### config.mk
export PLATFORM = sky130hd
export DESIGN_NAME = supervisor_backup_output_gating
export DESIGN_NICKNAME = d
export VERILOG_FILES = /design/src/pkg/supervisor_pkg.sv /design/src/timebase_tick.sv /design/src/supervisor_backup_output_gating.sv
export SDC_FILE = /design/constraint.sdc
export NUM_CORES = 1
export LEC_CHECK = 0
export ABC_AREA = 1
export BUFFER_PORTS_ARGS = -buffer_cell sky130_fd_sc_hd__buf_2
export CAP_MARGIN = 25
export CORE_AREA = 2 2 88 90
export DETAILED_ROUTE_END_ITERATION = 10
export DIE_AREA = 0 0 90 92
export GPL_TIMING_DRIVEN = 0
export PLACE_DENSITY = 0.68
export SLEW_MARGIN = 25
export SYNTH_ARGS = -nofsm -noshare
export SYNTH_HDL_FRONTEND = slang
export SYNTH_SLANG_ARGS = --single-unit
### constraint.sdc
create_clock -name clk -period 2.7 [get_ports clk]
set_clock_uncertainty 0.05 [all_clocks]
set_input_delay 0.54 -clock clk [delete_from_list [all_inputs] [get_ports clk]]
set_output_delay 0.54 -clock clk [all_outputs]
set_load 0.01 [all_outputs]
### src/pkg/supervisor_pkg.sv
`default_nettype none
package supervisor_pkg;
  // clock rate and timebase figures
  localparam int unsigned CLK_HZ = 200000000;
  localparam int unsigned OSC_HZ = 10240;
  localparam int unsigned OSC_DIV = CLK_HZ / OSC_HZ;
  // watchdog and reset periods in milliseconds, and the timebase ticks they give
  localparam int unsigned WD_SHORT_MS = 100;
  localparam int unsigned WD_LONG_MS = 1600;
  localparam int unsigned RST_MS = 50;
  localparam int unsigned INT_SHORT_TICKS = OSC_HZ * WD_SHORT_MS / 1000;
  localparam int unsigned INT_LONG_TICKS = OSC_HZ * WD_LONG_MS / 1000;
  localparam int unsigned INT_RST_TICKS = OSC_HZ * RST_MS / 1000;
  localparam int unsigned EXT_SHORT_TICKS = 1024;
  localparam int unsigned EXT_LONG_TICKS = 4096;
  localparam int unsigned EXT_RST_TICKS = 512;
  // must hold the long period of 16384 ticks itself, not only the count below it
  localparam int unsigned TICK_W = 15;

  typedef enum logic [1:0] {
    ST_RESET = 2'b00,
    ST_LONG = 2'b01,
    ST_SHORT = 2'b10
  } wd_state_t;
endpackage
`default_nettype wire

### src/timebase_tick.sv
`timescale 1ns/1ps
`default_nettype none
module timebase_tick #(
  parameter int unsigned DIV = supervisor_pkg::OSC_DIV
) (
  // clock and reset
  input wire logic clk,
  input wire logic reset,
  // control
  input wire logic hold,
  input wire logic useInternal,
  input wire logic extClk,
  // tick out
  output logic tick
);
  import supervisor_pkg::*;

  logic [31:0] div_ff, nxt_div;
  logic extPrev_ff, nxt_extPrev;
  logic tick_ff, nxt_tick;

  always_comb begin
    nxt_div = div_ff;
    nxt_extPrev = extPrev_ff;
    nxt_tick = 1'b0;
    // inputs are frozen during backup so pin levels change nothing
    if (!hold) begin
      nxt_extPrev = extClk;
      if (useInternal) begin
        if (div_ff >= DIV - 1) begin
          nxt_div = 32'h0;
          nxt_tick = 1'b1;
        end else begin
          nxt_div = div_ff + 32'h1;
        end
      end else begin
        nxt_div = 32'h0;
        nxt_tick = extClk & ~extPrev_ff;
      end
    end
  end

  always_ff @(posedge clk or posedge reset) begin
    if (reset) begin
      div_ff <= 32'h0;
      extPrev_ff <= 1'b0;
      tick_ff <= 1'b0;
    end else begin
      div_ff <= nxt_div;
      extPrev_ff <= nxt_extPrev;
      tick_ff <= nxt_tick;
    end
  end

  assign tick = tick_ff;
endmodule
`default_nettype wire

### src/supervisor_backup_output_gating.sv
// Overview of operation
// - normal mode: power-fail flag low when sense input below reference, else high
// - backup: active-low reset low, active-high reset high, low-line flag low
// - backup: power-fail comparator ignored and power-fail flag forced low
// - backup: kick, source select and timebase pin change no state
// - backup: backup-active output driven high
// - backup: watchdog-expired output forced high
// - backup: chip enable input ignored, gated chip enable held high
// - floating kick input disables the watchdog entirely
// - source select low: timebase ticks come from the timebase pin
// - source select high: internal oscillator drives the timebase
// - internal oscillator gives 100 ms or 1.6 s watchdog timeout
// - timebase pin low picks 100 ms after a kick, high or floating picks 1.6 s; the first period after reset is always 1.6 s
// - reset held a further 50 ms after line sense recovers
// - every kick edge restarts the watchdog count from zero
// - timeout drives expired flag low until next kick edge, low line sense or backup
`timescale 1ns/1ps
`default_nettype none
module supervisor_backup_output_gating #(
  parameter int unsigned TICK_DIV = supervisor_pkg::OSC_DIV
) (
  // clock and reset
  input wire logic clk,
  input wire logic reset,
  // supply monitoring
  input wire logic backupMode,
  input wire logic lineSenseOk,
  input wire logic powerFailSenseLow,
  // watchdog pins
  input wire logic watchdogKickIn,
  input wire logic watchdogKickFloat,
  input wire logic timebaseSourceSel,
  input wire logic timebasePin,
  // chip enable gating
  input wire logic chipEnableIn_n,
  output logic chipEnableGated_n,
  // status outputs
  output logic reset_n,
  output logic resetOut,
  output logic lowLineFlag_n,
  output logic powerFailFlag_n,
  output logic backupActiveOut,
  output logic watchdogExpired_n
);
  import supervisor_pkg::*;

  logic tick;
  logic [TICK_W-1:0] cnt_ff, nxt_cnt;
  wd_state_t state_ff, nxt_state;
  logic kickPrev_ff, nxt_kickPrev;
  logic expired_ff, nxt_expired;
  logic pfFlag_ff, nxt_pfFlag;
  logic lowLine_ff, nxt_lowLine;
  logic strapShort_ff, nxt_strapShort;
  logic useInternal;
  logic kickEdge;
  logic [TICK_W-1:0] rstTicks, shortTicks, longTicks;

  assign useInternal = timebaseSourceSel;

  timebase_tick #(
    .DIV(TICK_DIV)
  ) u_tick (
    .clk(clk),
    .reset(reset),
    .hold(backupMode),
    .useInternal(useInternal),
    .extClk(timebasePin),
    .tick(tick)
  );

  // timebase pin only picks the period on the internal oscillator
  assign rstTicks = useInternal ? TICK_W'(INT_RST_TICKS) : TICK_W'(EXT_RST_TICKS);
  assign longTicks = useInternal ? TICK_W'(INT_LONG_TICKS) : TICK_W'(EXT_LONG_TICKS);
  assign shortTicks = !useInternal ? TICK_W'(EXT_SHORT_TICKS) :
                      strapShort_ff ? TICK_W'(INT_SHORT_TICKS) : TICK_W'(INT_LONG_TICKS);

  // a floating kick pin never counts as an edge
  assign kickEdge = !watchdogKickFloat && (watchdogKickIn != kickPrev_ff);

  always_comb begin
    nxt_state = state_ff;
    nxt_cnt = cnt_ff;
    nxt_kickPrev = kickPrev_ff;
    nxt_expired = expired_ff;
    nxt_strapShort = strapShort_ff;
    if (backupMode) begin
      // park in reset so release gives a full power-on reset period
      nxt_state = ST_RESET;
      nxt_cnt = '0;
      nxt_expired = 1'b0;
    end else if (!lineSenseOk) begin
      nxt_state = ST_RESET;
      nxt_cnt = '0;
      nxt_expired = 1'b0;
    end else begin
      nxt_kickPrev = watchdogKickIn;
      nxt_strapShort = ~timebasePin;
      if (kickEdge) begin
        nxt_expired = 1'b0;
      end
      unique case (state_ff)
        ST_RESET: begin
          if (tick) begin
            if (cnt_ff >= rstTicks - TICK_W'(1)) begin
              nxt_state = ST_LONG;
              nxt_cnt = '0;
            end else begin
              nxt_cnt = cnt_ff + TICK_W'(1);
            end
          end
        end
        ST_LONG, ST_SHORT: begin
          if (watchdogKickFloat) begin
            nxt_cnt = '0;
          end else if (kickEdge) begin
            nxt_cnt = '0;
            nxt_state = ST_SHORT;
          end else if (tick) begin
            if (cnt_ff >= (state_ff == ST_LONG ? longTicks : shortTicks) - TICK_W'(1)) begin
              nxt_expired = 1'b1;
              nxt_state = ST_RESET;
              nxt_cnt = '0;
            end else begin
              nxt_cnt = cnt_ff + TICK_W'(1);
            end
          end
        end
        default: begin
          nxt_state = ST_RESET;
          nxt_cnt = '0;
        end
      endcase
    end
  end

  always_ff @(posedge clk or posedge reset) begin
    if (reset) begin
      state_ff <= ST_RESET;
      cnt_ff <= '0;
      kickPrev_ff <= 1'b0;
      expired_ff <= 1'b0;
      strapShort_ff <= 1'b0;
    end else begin
      state_ff <= nxt_state;
      cnt_ff <= nxt_cnt;
      kickPrev_ff <= nxt_kickPrev;
      expired_ff <= nxt_expired;
      strapShort_ff <= nxt_strapShort;
    end
  end

  always_comb begin
    nxt_pfFlag = ~powerFailSenseLow;
    nxt_lowLine = lineSenseOk;
  end

  always_ff @(posedge clk or posedge reset) begin
    if (reset) begin
      pfFlag_ff <= 1'b0;
      lowLine_ff <= 1'b0;
    end else begin
      pfFlag_ff <= nxt_pfFlag;
      lowLine_ff <= nxt_lowLine;
    end
  end

  // backup forcing is combinational from one indicator for zero added latency
  assign reset_n = backupMode ? 1'b0 : (state_ff != ST_RESET);
  assign resetOut = backupMode ? 1'b1 : (state_ff == ST_RESET);
  assign lowLineFlag_n = backupMode ? 1'b0 : lowLine_ff;
  assign powerFailFlag_n = backupMode ? 1'b0 : pfFlag_ff;
  assign backupActiveOut = backupMode;
  assign watchdogExpired_n = backupMode ? 1'b1 : ~expired_ff;
  assign chipEnableGated_n = (backupMode || !lineSenseOk) ? 1'b1 : chipEnableIn_n;

  // helper counters for the timed checks; they count timebase ticks on their own,
  // so a wrong limit or a missed clear in the watchdog counter still shows up
  logic [TICK_W-1:0] rstSeen_ff, nxt_rstSeen;
  logic [TICK_W-1:0] wdSeen_ff, nxt_wdSeen;

  always_comb begin
    nxt_rstSeen = '0;
    nxt_wdSeen = '0;
    if (!backupMode && lineSenseOk) begin
      if (!reset_n) begin
        nxt_rstSeen = tick ? rstSeen_ff + TICK_W'(1) : rstSeen_ff;
      end else if (!watchdogKickFloat && !kickEdge) begin
        nxt_wdSeen = tick ? wdSeen_ff + TICK_W'(1) : wdSeen_ff;
      end
    end
  end

  always_ff @(posedge clk or posedge reset) begin
    if (reset) begin
      rstSeen_ff <= '0;
      wdSeen_ff <= '0;
    end else begin
      rstSeen_ff <= nxt_rstSeen;
      wdSeen_ff <= nxt_wdSeen;
    end
  end

  // a divider of one ticks every cycle and leaves no gap to check
  if (TICK_DIV > 1) begin : g_int_gap

  end
endmodule
`default_nettype wire

# == Word-level counts from Yosys, hierarchy flattened ==
# Cells that the tools add are included.
# op_classes
addsub,3
multipliers,0
div_mod_pow,0
order_cmp,3
eq_ne,9
shifts,0
muxes,41
n_bitwise,6
n_reduce_logical,10
# op_table
cell,count
$mux W15,12
$mux W32,2
$add A32 B1 Y32 const B,1
$ge A32 B15 Y1 const B,1
$pmux W15 S2,1
$mux W1,17
$mux W2,8
$add A15 B1 Y15 const B,1
$ge A15 B15 Y1,1
$ge A15 B9 Y1 const B,1
$sub A15 B1 Y15 const B,1
$ne A4 B4 Y1 const B,2
$ne A6 B5 Y1 const B,1
$ne A5 B4 Y1 const B,1
$ne A5 B5 Y1 const B,1
$not A1 Y1,5
$reduce_and A5 Y1,1
$ne A4 B3 Y1 const B,1
$pmux W2 S2,1
$reduce_and A2 Y1,2
$eq A2 B1 Y1 const B,1
$eq A2 B2 Y1 const B,1
$logic_not A1 Y1,2
$logic_not A2 Y1,1
6 further kinds,6
# totals
ff_bits,56
latch_bits,0
ram_bits,0
mem_bits_ro,0
input_bits,10
word_cells,82
mem_count,0

# == Logic depth before layout (Yosys ltp) ==
# Gate-level depths: netlist of run 1.
# depth
depth_word,12
depth_mapped,17
mapped_depth_nobuf,17

# == Modules after synthesis ==
# From an unflattened synthesis of run 1, not the netlist that was laid out.
# unflattened
cells_unflattened,440
area_unflattened_um2,3334.4
# modules_own_cells
mod,instances,cells_per_inst,area_each_um2
timebase_tick,1,240,1846.8
supervisor_backup_output_gating,1,200,1487.7

# == Worst setup path after synthesis of run 1 ==
# OpenSTA, ideal clock, no wires.
# synth_timing
path_type,flip-flop to flip-flop
from,reg state_ff[0]
to,reg cnt_ff[12]
t_arrival_ns,1.938
setup_slack_ns,0.636
stages_incl_launch_ff,12
n_path_buf,1
path_cell_list,dfrtp_1 > ha_1 > o21ai_0 > ha_1 > nand4_1 > nand2_1 > a21oi_1 > nand2_1 > o21ai_2 > nand2_1 > buf_4 > o21ai_1
# synth_via
elab_chain_len,11
word_cells_on_any_way,17
classes_between,add/sub: 1; order compare: 1; eq/ne: 4; mux: 8; reduce/logical: 3
# synth_lines
element,line_no,rtl
"start, declared",supervisor_backup_output_gating.sv:49,"wd_state_t state_ff, nxt_state;"
"start signal, assigned",supervisor_backup_output_gating.sv:145,state_ff <= nxt_state;
$eq A2 B1 Y1,"supervisor_backup_output_gating.sv:102, supervisor_backup_output_gating.sv:120",
$mux W15,supervisor_backup_output_gating.sv:120,if (cnt_ff >= (state_ff == ST_LONG ? longTicks : shortTicks) - TICK_W'(1)) begin
$sub A15 B1 Y15,supervisor_backup_output_gating.sv:120,
$ge A15 B15 Y1,supervisor_backup_output_gating.sv:120,
$mux W15,supervisor_backup_output_gating.sv:120,
$mux W15,supervisor_backup_output_gating.sv:119,end else if (tick) begin
$mux W15,supervisor_backup_output_gating.sv:116,end else if (kickEdge) begin
$mux W15,supervisor_backup_output_gating.sv:114,if (watchdogKickFloat) begin
$pmux W15 S2,supervisor_backup_output_gating.sv:102,unique case (state_ff)
$mux W15,supervisor_backup_output_gating.sv:92,end else if (!lineSenseOk) begin
$mux W15,supervisor_backup_output_gating.sv:87,if (backupMode) begin
"end signal, assigned",supervisor_backup_output_gating.sv:146,cnt_ff <= nxt_cnt;
"end, declared",supervisor_backup_output_gating.sv:48,"logic [TICK_W-1:0] cnt_ff, nxt_cnt;"
# Parallel ways exist; a longest one is shown, timed or not. The select of a mux whose other input is x is not followed.
# A chain may end at the register's enable or synchronous reset.

# == Worst setup path after layout of run 1 ==
# layout_timing
from,reg state_ff[1]
to,reg cnt_ff[12]
# The elaborated chain is that of the path after synthesis.

==> flow_summary.ini, run 1 <==
[cells_and_area]
drive_above_1_share_pct = 19.11
num_antenna_cells = 0
nets = 400
fin_util_pct = 45.67
area_growth_pct = 11.62

[sta]
setup_viol = 0
relSlewSlack_pct = 66.79
fmax_mhz = 425.4
hold_viol_final = 0
drv_slew = 0
holdWs_ns = 0.08683
tightest_slew_ns = 0.4981
period_minus_slack_ns = 2.351
rsz0062_at_grt = false
period_share_pct = 87.06

[yosys]
ys_ff_latch = 56
synthCells = 359
synthFlopType = dfrtp_1
synth-edff-count = 0
avgSynthCellArea_um2 = 8.487
synth_warnings = 0
ys_seq_area_share_pct = 46.00
netlist-cell-type-count = 42
synth_area_um2 = 3047
synth-async-reset-ratio_pct = 100.0
syn_nets = 377

[global_routing]
grt_pass1_wl_um = 10270
grt_pass1_vias = 2272
overflow = 0
antenna_found_initial = 0
grt_max_degree = 43
grt_use_total_pct = 15.20

[die]
dieArea_um2 = 8280
die_y_um = 92
rows = 32
start_util_pct = 40.91
pin_count = 17
die_w_um = 90
coreArea_um2 = 7447

[cts]
postCtsSetupRepairBufs = 0
cts_tree = yes
htree_levels = 2
numClockSinks = 56
clock_latency_ns = 0.31
clockBufferDepth = 2
clockRootBuffer = clkbuf_8
cts_made_buffers = 5
path_clk_slew_ns = 0.10
ctsResizeCount = 0
holdBufCountCts = 0

[critical_path]
end_kind = flip-flop
critical_path_class = flip-flop to flip-flop
cp-startpoint = state_ff[1]
crit_required_ns = 2.89
worstPathMaxFanout = 10
arrival_ns = 2.54
timing.rr.start = state_ff[1]
crit_path_start_kind = flip-flop

[routing]
drc = 0
wl_um = 5839
antenna_left = 0
drtIter0Drc = 93
first_pass_iters = 4
avgViaCountPerCell = 4.810
vias = 2328
wire_per_inst_um = 12.06

[run_status]
status = finished, final reports clean

[worst_hold_path]
holdCritPathClass = input port to asynchronous set/reset pin

[pwr]
power_density_nw_per_um2 = 517.4
ir_drop_mv = 0.1839
power.leakage_nw = 1.707
p_total_mw = 1.760

[place]
dp_hpwl_um = 4202
portBuffers = 15
place_congestion = 0.8066

[run]
maxCapViolCount = 0
==> worst paths after layout <==
kind,end,slack [ns],depth (start not counted)
max,cnt_ff[12],0.35,12
min,pfFlag_ff,0.09,2
max reg2reg,cnt_ff[12],0.35,12
min reg2reg,u_tick.div_ff[30],0.42,2
max in group asynchronous,state_ff[1],2.03,3
min in group clk,pfFlag_ff,0.31,2
==> per-layer routing <==
metal / part of all wire, % / GRT usage, % / up-vias
met4: 1.2 / 5.000 / 0
met2: 50 / 26.07 / 27
li1: - / - / 1181
met3: 2.3 / 2.712 / 5
met1: 47 / 19.51 / 1115
met5: 0 / 0 / -
==> through the flow <==
stage | setup TNS, ns | cells | setup WS, ns | cell area [um^2]
after global routing | 0 | 484 | 0.1508 | 3401
after detailed placement | 0 | 477 | 0.3757 | 3272
after CTS | 0 | 484 | 0.3518 | 3401
after floorplan | 0 | 359 | 0.6362 | 3047
final | 0 | 484 | 0.3495 | 3401
after global placement | -0.09648 | 476 | -0.004170 | 3249
==> synthesized netlist by cell type (3+ instances only) <==
| cell type | number | area [um^2] |
|---|---|---|
| nand2_1 | 73 | 274.0 |
| nor3_1 | 5 | 25.02 |
| or2_1 | 3 | 18.77 |
| nor4_1 | 4 | 25.02 |
| nand2_2 | 5 | 31.28 |
| ha_1 | 8 | 100.1 |
| xor2_1 | 15 | 131.4 |
| o21ai_0 | 10 | 50.05 |
| xnor2_1 | 4 | 35.03 |
| nand3_1 | 23 | 115.1 |
| o22ai_1 | 7 | 43.79 |
| nor2_1 | 20 | 75.07 |
| nand4_1 | 6 | 37.54 |
| o21ai_1 | 4 | 20.02 |
| inv_1 | 54 | 202.7 |
| or2_2 | 3 | 18.77 |
| nand3_2 | 4 | 40.04 |
| dfrtp_1 | 56 | 1401 |
| nor2_2 | 16 | 100.1 |
| a21oi_1 | 8 | 40.04 |
==> report_power, final <==
part | switching, mW | internal [mW] | total [mW]
clock network | 0.275 | 0.365 | 0.640
registers | 0.0350 | 0.871 | 0.906
logic | 0.135 | 0.0782 | 0.213
total | 0.445 | 1.31 | 1.76
==> cell usage in the layout, fill, tap and decap left out, types with 2 or more instances in the layout <==
master / n
a21oi_1: 8
a21oi_2: 2
buf_2: 17
buf_4: 2
buf_6: 2
bufinv_16: 2
clkbuf_1: 2
clkbuf_8: 5
dfrtp_1: 56
ha_1: 8
inv_1: 53
inv_2: 2
nand2_1: 73
nand2_2: 5
nand3_1: 23
nand3_2: 4
nand3b_1: 2
nand4_1: 6
nor2_1: 20
nor2_2: 16
nor2_4: 2
nor3_1: 5
nor3_2: 2
nor4_1: 4
o21ai_0: 10
o21ai_1: 4
o22ai_1: 7
or2_1: 3
or2_2: 3
xnor2_1: 4
xor2_1: 15
==> logic make-up (layout without fill, tap and decap cells) <==
| group | after synthesis | count (layout) | synth area share, % |
|---|---|---|---|
| buffers and inverters | 65 | 88 | 8.994 |
| adders and majority gates | 8 | 8 | 3.286 |
| AOI/OAI and AO/OA | 38 | 38 | 7.927 |
| xor gates and xnor gates | 19 | 19 | 5.462 |
| and+or+nand+nor | 173 | 173 | 28.34 |
| DFF | 56 | 56 | 46.00 |
==> flip-flops by register name (all words and copies together) (netlist names) <==
name	flops
u_tick.tick	1
expired_ff	1
lowLine_ff	1
state_ff	2
u_tick.extPrev_ff	1
strapShort_ff	1
cnt_ff	15
u_tick.div_ff	32
pfFlag_ff	1
kickPrev_ff	1
==> worst max-delay path: stages (launching register included) <==
cell and delay (ns):
dfrtp_1 0.39, inv_1 0.07, ha_1 0.22, o21ai_0 0.26, ha_1 0.30, nand4_1 0.09, nand2_1 0.05, a21oi_1 0.13
nand2_1 0.10, o21ai_2 0.19, nand2_1 0.11, buf_4 0.19, o21ai_1 0.12
==> area by class of cell <==
cell class | count | area [um^2]
fillers | 757 | 4046
flip-flops and latches | 56 | 1401
multi-input cells | 238 | 1371
inverters | 57 | 221.5
well taps | 102 | 127.6
repair buffers | 16 | 95.09
clock buffers | 5 | 68.82
clock inverters | 2 | 60.06
plain buffers | 8 | 55.05
(Power assumes the default switching activity.)
==> inputs of run 2 (changes only) <==
--- a/config.mk
+++ b/config.mk
@@ -13,6 +13,8 @@
 export DIE_AREA = 0 0 90 92
 export GPL_TIMING_DRIVEN = 0
 export PLACE_DENSITY = 0.68
+export REMOVE_ABC_BUFFERS = 1
+export SKIP_LAST_GASP = 1
 export SLEW_MARGIN = 25
 export SYNTH_ARGS = -nofsm -noshare
 export SYNTH_HDL_FRONTEND = slang
==> run 2 against run 1 <==
Net effect:
- worst setup slack worse by 0.085 ns
- sequential power hardly changed
- hold slack better by 0.0089 ns
- critical endpoint is now cnt_ff[11]
- largest cell class unchanged
- largest power group unchanged
==> flow_summary.ini, run 2 (synthesis gave the netlist of run 1 again) <==
[critical_path]
crit_path_max_incr_delay_ns = 0.43
worstPathCellList = ha_1 -> o21ai_0 -> ha_1 -> nand4_1 -> nand2_1 -> a21oi_1 -> nand2_1 -> o21ai_2 -> nand2_2 -> o21ai_0
cp_slowest_cell = dfrtp_1
worstPathMaxFanout = 12
timing.rr.start = state_ff[0]
end_kind = flip-flop
crit_path_start_kind = flip-flop
cp-startpoint = state_ff[0]
critical_path_class = flip-flop to flip-flop
arrival_ns = 2.61
crit_required_ns = 2.88

[die]
die_w_um = 90
rows = 32
die_y_um = 92
start_util_pct = 40.91
pin_count = 17
coreArea_um2 = 7447
dieArea_um2 = 8280

[pwr]
power.leakage_nw = 1.676
ir_drop_mv = 0.3053
clkPwrFrac_pct = 34.9
switching_share_pct = 25.47
p_comb_share_pct = 12.1
p_switching_mw = 0.4343
power_density_nw_per_um2 = 509.0
seqPwrFrac_pct = 53.1
p_total_mw = 1.705
internal_power_mw = 1.271

[global_routing]
grt_pass1_vias = 2194
overflow = 0
grt_use_total_pct = 14.12
antenna_found_initial = 0
grt_pass1_wl_um = 9694
grt_max_degree = 41

[cts]
path_clk_slew_ns = 0.10
htree_levels = 2
numClockSinks = 56
cts_tree = yes
postCtsSetupRepairBufs = 0
clockRootBuffer = clkbuf_8
clock_latency_ns = 0.31
cts_made_buffers = 5
clockBufferDepth = 2
holdBufCountCts = 0
ctsResizeCount = 0

[sta]
rsz0062_at_grt = false
period_share_pct = 90.21
setup_tns_ns = 0
period_minus_slack_ns = 2.436
drv_slew = 0
relSlewSlack_pct = 56.17
tightest_slew_ns = 0.6574
setup_viol = 0
hold_viol_final = 0
fmax_mhz = 410.6

[cells_and_area]
num_antenna_cells = 0
filler_cell_count = 749
final_cell_mix = nand2_1 (72), dfrtp_1 (56), inv_1 (53), nand3_1 (23), nor2_1 (20)
drive_above_1_share_pct = 18.62
area_growth_pct = 9.979
final_common_cell = nand2_1
top_regs = u_tick.div_ff: 32 flops, cnt_ff: 15 flops, state_ff: 2 flops
nets = 393
regMostFlops = u_tick.div_ff
largest_reg_flops = 32

[run]
maxCapViolCount = 0

[run_status]
status = finished, final reports clean

[place]
portBuffers = 16
dp_hpwl_um = 3890
place_congestion = 0.8078

[worst_hold_path]
holdCritPathClass = input port to asynchronous set/reset pin

[routing]
wire_per_inst_um = 11.47
vias = 2254
drc = 0
antenna_left = 0
wl_um = 5482
first_pass_iters = 4
avgViaCountPerCell = 4.715
drtIter0Drc = 100
run 2: changes by cell type in the layout (fill, tap and decap cells not counted):
| cell | before | now |
|---|---|---|
| nand2_2 | 5 | 6 |
| buf_2 | 17 | 16 |
| clkbuf_8 | 5 | 7 |
| buf_6 | 2 | 0 |
| buf_4 | 2 | 0 |
| nand2_1 | 73 | 72 |
| clkbuf_1 | 2 | 0 |
| bufinv_16 | 2 | 1 |
run 2: final cells by class:
cell class                 instances  area, um^2  area share, %
multi-input combinational        238        1374          41.00
sequential                        56        1401          41.82
tap                              102       127.6          3.809
clock buffer                       7       96.34          2.875
timing repair buffer              17       100.1          2.987
inverter                          57       221.5          6.609
clock inverter                     1       30.03         0.8962
run 2: metal layers:
| metal | global-route usage [%] | share of wire (%) | routed length [um] | up-vias |
|---|---|---|---|---|
| met4 | 3.462 | 0.57 | 31 | 0 |
| met2 | 24.12 | 48 | 2646 | 22 |
| met3 | 2.465 | 2.4 | 129 | 5 |
| met5 | 0 | 0 | 0 | - |
| met1 | 18.73 | 49 | 2674 | 1061 |
| li1 | - | - | - | 1166 |
run 2: worst paths after layout:
| check | endpoint | cells after the start | slack, ns |
|---|---|---|---|
| max | cnt_ff[11] | 10 | 0.26 |
| min | u_tick.div_ff[20] | 2 | 0.1 |
| max reg2reg | cnt_ff[11] | 10 | 0.26 |
| min reg2reg | u_tick.div_ff[30] | 2 | 0.43 |
| max in group asynchronous | u_tick.extPrev_ff | 3 | 2.04 |
| min in group clk | pfFlag_ff | 2 | 0.31 |
run 2: critical path: cells and delay by family (launching register included):
family	cells	cell delay [ns]
AO/OA/AOI/OAI	4	0.84
adder cells (fa/ha/maj)	2	0.56
AND/OR/NAND/NOR	4	0.47
flip-flops	1	0.43
run 2: per-stage QoR:
stage | worst slack (ns) | cell area (um^2) | std cells | utilization (%) | hold slack (ns)
3_3_place_gp | 0.02514 | 3199 | 469 | 42.96 | 0.3987
6_report | 0.2644 | 3351 | 478 | 44.99 | 0.09572
5_1_grt | 0.001696 | 3351 | 478 | 44.99 | 0.1044
4_1_cts | 0.1299 | 3348 | 478 | 44.96 | 0.09565
3_5_place_dp | 0.1907 | 3222 | 470 | 43.26 | 0.4022
2_1_floorplan | 0.6018 | 2992 | 351 | - | 0.3852
run 2: power by group through the flow:
| stage | Clock (mW) | Combinational [mW] | Sequential [mW] |
|---|---|---|---|
| floorplan | 0 | 0.147 | 0.914 |
| finish | 0.594 | 0.206 | 0.905 |
| global route | 0.645 | 0.240 | 0.911 |
| CTS | 0.615 | 0.210 | 0.905 |
| detailed placement | 0 | 0.209 | 0.921 |
| global placement | 0 | 0.199 | 0.919 |
==> inputs of run 3 (changes only) <==
--- a/config.mk
+++ b/config.mk
@@ -8,9 +8,9 @@
 export ABC_AREA = 1
 export BUFFER_PORTS_ARGS = -buffer_cell sky130_fd_sc_hd__buf_2
 export CAP_MARGIN = 25
-export CORE_AREA = 2 2 88 90
+export CORE_AREA = 2 2 63 125
 export DETAILED_ROUTE_END_ITERATION = 10
-export DIE_AREA = 0 0 90 92
+export DIE_AREA = 0 0 65 127
 export GPL_TIMING_DRIVEN = 0
 export PLACE_DENSITY = 0.68
 export REMOVE_ABC_BUFFERS = 1
==> run 3 against run 2 <==
Net effect:
- clock power increased by 10%
- first-iteration DRC count up 17%
- die area is 0.30% lower
- sequential power hardly changed
- combinational power about the same
- largest power group unchanged
- worst setup slack improved by 0.093 ns
- flip-flop and latch count stayed put
==> flow_summary.ini, run 3 (synthesis gave the netlist of run 1 again) <==
[run_status]
status = finished, final reports clean

[pwr]
seqPwrFrac_pct = 51.2
power.leakage_nw = 1.689
internal_power_mw = 1.293
ir_drop_mv = 0.4142
p_total_mw = 1.768
power_density_nw_per_um2 = 525.0
clkPwrFrac_pct = 37.0
p_switching_mw = 0.4747
switching_share_pct = 26.86
p_comb_share_pct = 11.8

[routing]
drtIter0Drc = 117
m1WireLength_um = 2337
wl_met2_um = 3471
drc = 0
vias = 2374
wire_per_inst_um = 13.05
wl_um = 6106
top_layer = met4
avgViaCountPerCell = 5.073
antenna_left = 0
wl_met3_um = 157
first_pass_iters = 4

[sta]
period_share_pct = 86.77
period_minus_slack_ns = 2.343
setup_viol = 0
fmax_mhz = 426.8
drv_slew = 0
relSlewSlack_pct = 60.17
setup_tns_ns = 0
rsz0062_at_grt = false
hold_viol_final = 0
tightest_slew_ns = 0.5975

[global_routing]
antenna_found_initial = 0
overflow = 0
grt_pass1_vias = 2575
grt_pass1_wl_um = 11100
grt_max_degree = 44
grt_use_total_pct = 17.02

[cells_and_area]
final_cell_mix = nand2_1 (72), dfrtp_1 (56), inv_1 (53), nand3_1 (23), nor2_1 (20)
fin_util_pct = 46.69
nets = 393
instances_no_fill = 468
final_common_cell = nand2_1
drive_above_1_share_pct = 18.62
regMostFlops = u_tick.div_ff
regArea_um2 = 1401
area_growth_pct = 10.51
num_antenna_cells = 0
top_regs = u_tick.div_ff: 32 flops, cnt_ff: 15 flops, state_ff: 2 flops
filler_cell_count = 731
largest_reg_flops = 32
multi_input_area_um2 = 1374

[die]
start_util_pct = 42.24
pin_count = 17
die_y_um = 127
rows = 44
dieArea_um2 = 8255
die_w_um = 65
coreArea_um2 = 7212

[place]
place_inst = 460
place_congestion = 0.8532
dp_hpwl_um = 4548
portBuffers = 16

[cts]
path_clk_slew_ns = 0.08
clock_latency_ns = 0.30
numClockSinks = 56
clockBufferDepth = 2
clockRootBuffer = clkbuf_16
cts_made_buffers = 5
cts_tree = yes
postCtsSetupRepairBufs = 0
htree_levels = 2

[critical_path]
crit_required_ns = 2.86
crit_path_start_kind = flip-flop
regToRegEndpoint = cnt_ff[11]
critical_path_class = flip-flop to flip-flop
end_kind = flip-flop
arrival_ns = 2.51
rr_worst_depth = 12
ff2ff_setup_slack_ns = 0.36
worstPathMaxFanout = 12
timing.rr.start = state_ff[0]

[run]
maxCapViolCount = 0

[worst_hold_path]
holdCritPathClass = input port to asynchronous set/reset pin
## run 3: final cells by class
| cell class | count | share of cell area [%] |
|---|---|---|
| Timing Repair Buffer | 17 | 3.196 |
| Sequential cell | 56 | 41.62 |
| Tap cell | 92 | 3.419 |
| Clock buffer | 5 | 3.716 |
| Multi-Input combinational cell | 238 | 40.80 |
| Clock inverter | 3 | 0.6689 |
| Inverter | 57 | 6.577 |
## run 3: worst max-delay path by stage
stage	end	cells past startpoint	startpoint
3_5_place_dp	cnt_ff[10]	12	state_ff[0]
2_1_floorplan	cnt_ff[10]	10	state_ff[0]
6_report	cnt_ff[11]	12	state_ff[0]
3_3_place_gp	u_tick.div_ff[6]	2	reset
5_1_grt	cnt_ff[10]	11	state_ff[1]
4_1_cts	cnt_ff[10]	12	state_ff[0]
## run 3: metal layers
metal,vias to the layer above,track usage [%]
li1,1168,-
met2,33,32.26
met5,-,0
met1,1159,17.64
met3,14,2.729
met4,0,7.760
## run 3: timing repair
| item | CTS | global route |
|---|---|---|
| resized for setup | 0 | 1 |
| hold buffers | 0 | 0 |
| endpoints found under the setup margin | 0 | 10 |
## run 3: stage by stage
step	hold slack, ns	setup slack, ns	instance area (um^2)
after floorplan	0.3852	0.6018	2992
after global placement	0.3989	0.009536	3187
after detailed placement	0.4029	0.2339	3217
after CTS	0.1071	0.2246	3364
after global routing	0.1142	0.06705	3367
final	0.1025	0.3572	3367
## run 3: power by group through the flow
stage / Combinational [mW] / Clock [mW] / Sequential [mW]
6_report: 0.209 / 0.654 / 0.905
5_1_grt: 0.243 / 0.697 / 0.909
4_1_cts: 0.212 / 0.671 / 0.905
3_5_place_dp: 0.210 / 0 / 0.921
3_3_place_gp: 0.200 / 0 / 0.919
2_1_floorplan: 0.147 / 0 / 0.914
## run 3: critical path: stages (launching register included)
cell and delay (ns):
dfrtp_1 0.41, ha_1 0.24, o21ai_0 0.28, ha_1 0.30
nand2_1 0.07, nor2_1 0.04, nand2_1 0.06, nor2_1 0.04
nand2_1 0.06, nand2_1 0.09, o21ai_2 0.20, nand2_2 0.20
o21ai_0 0.21
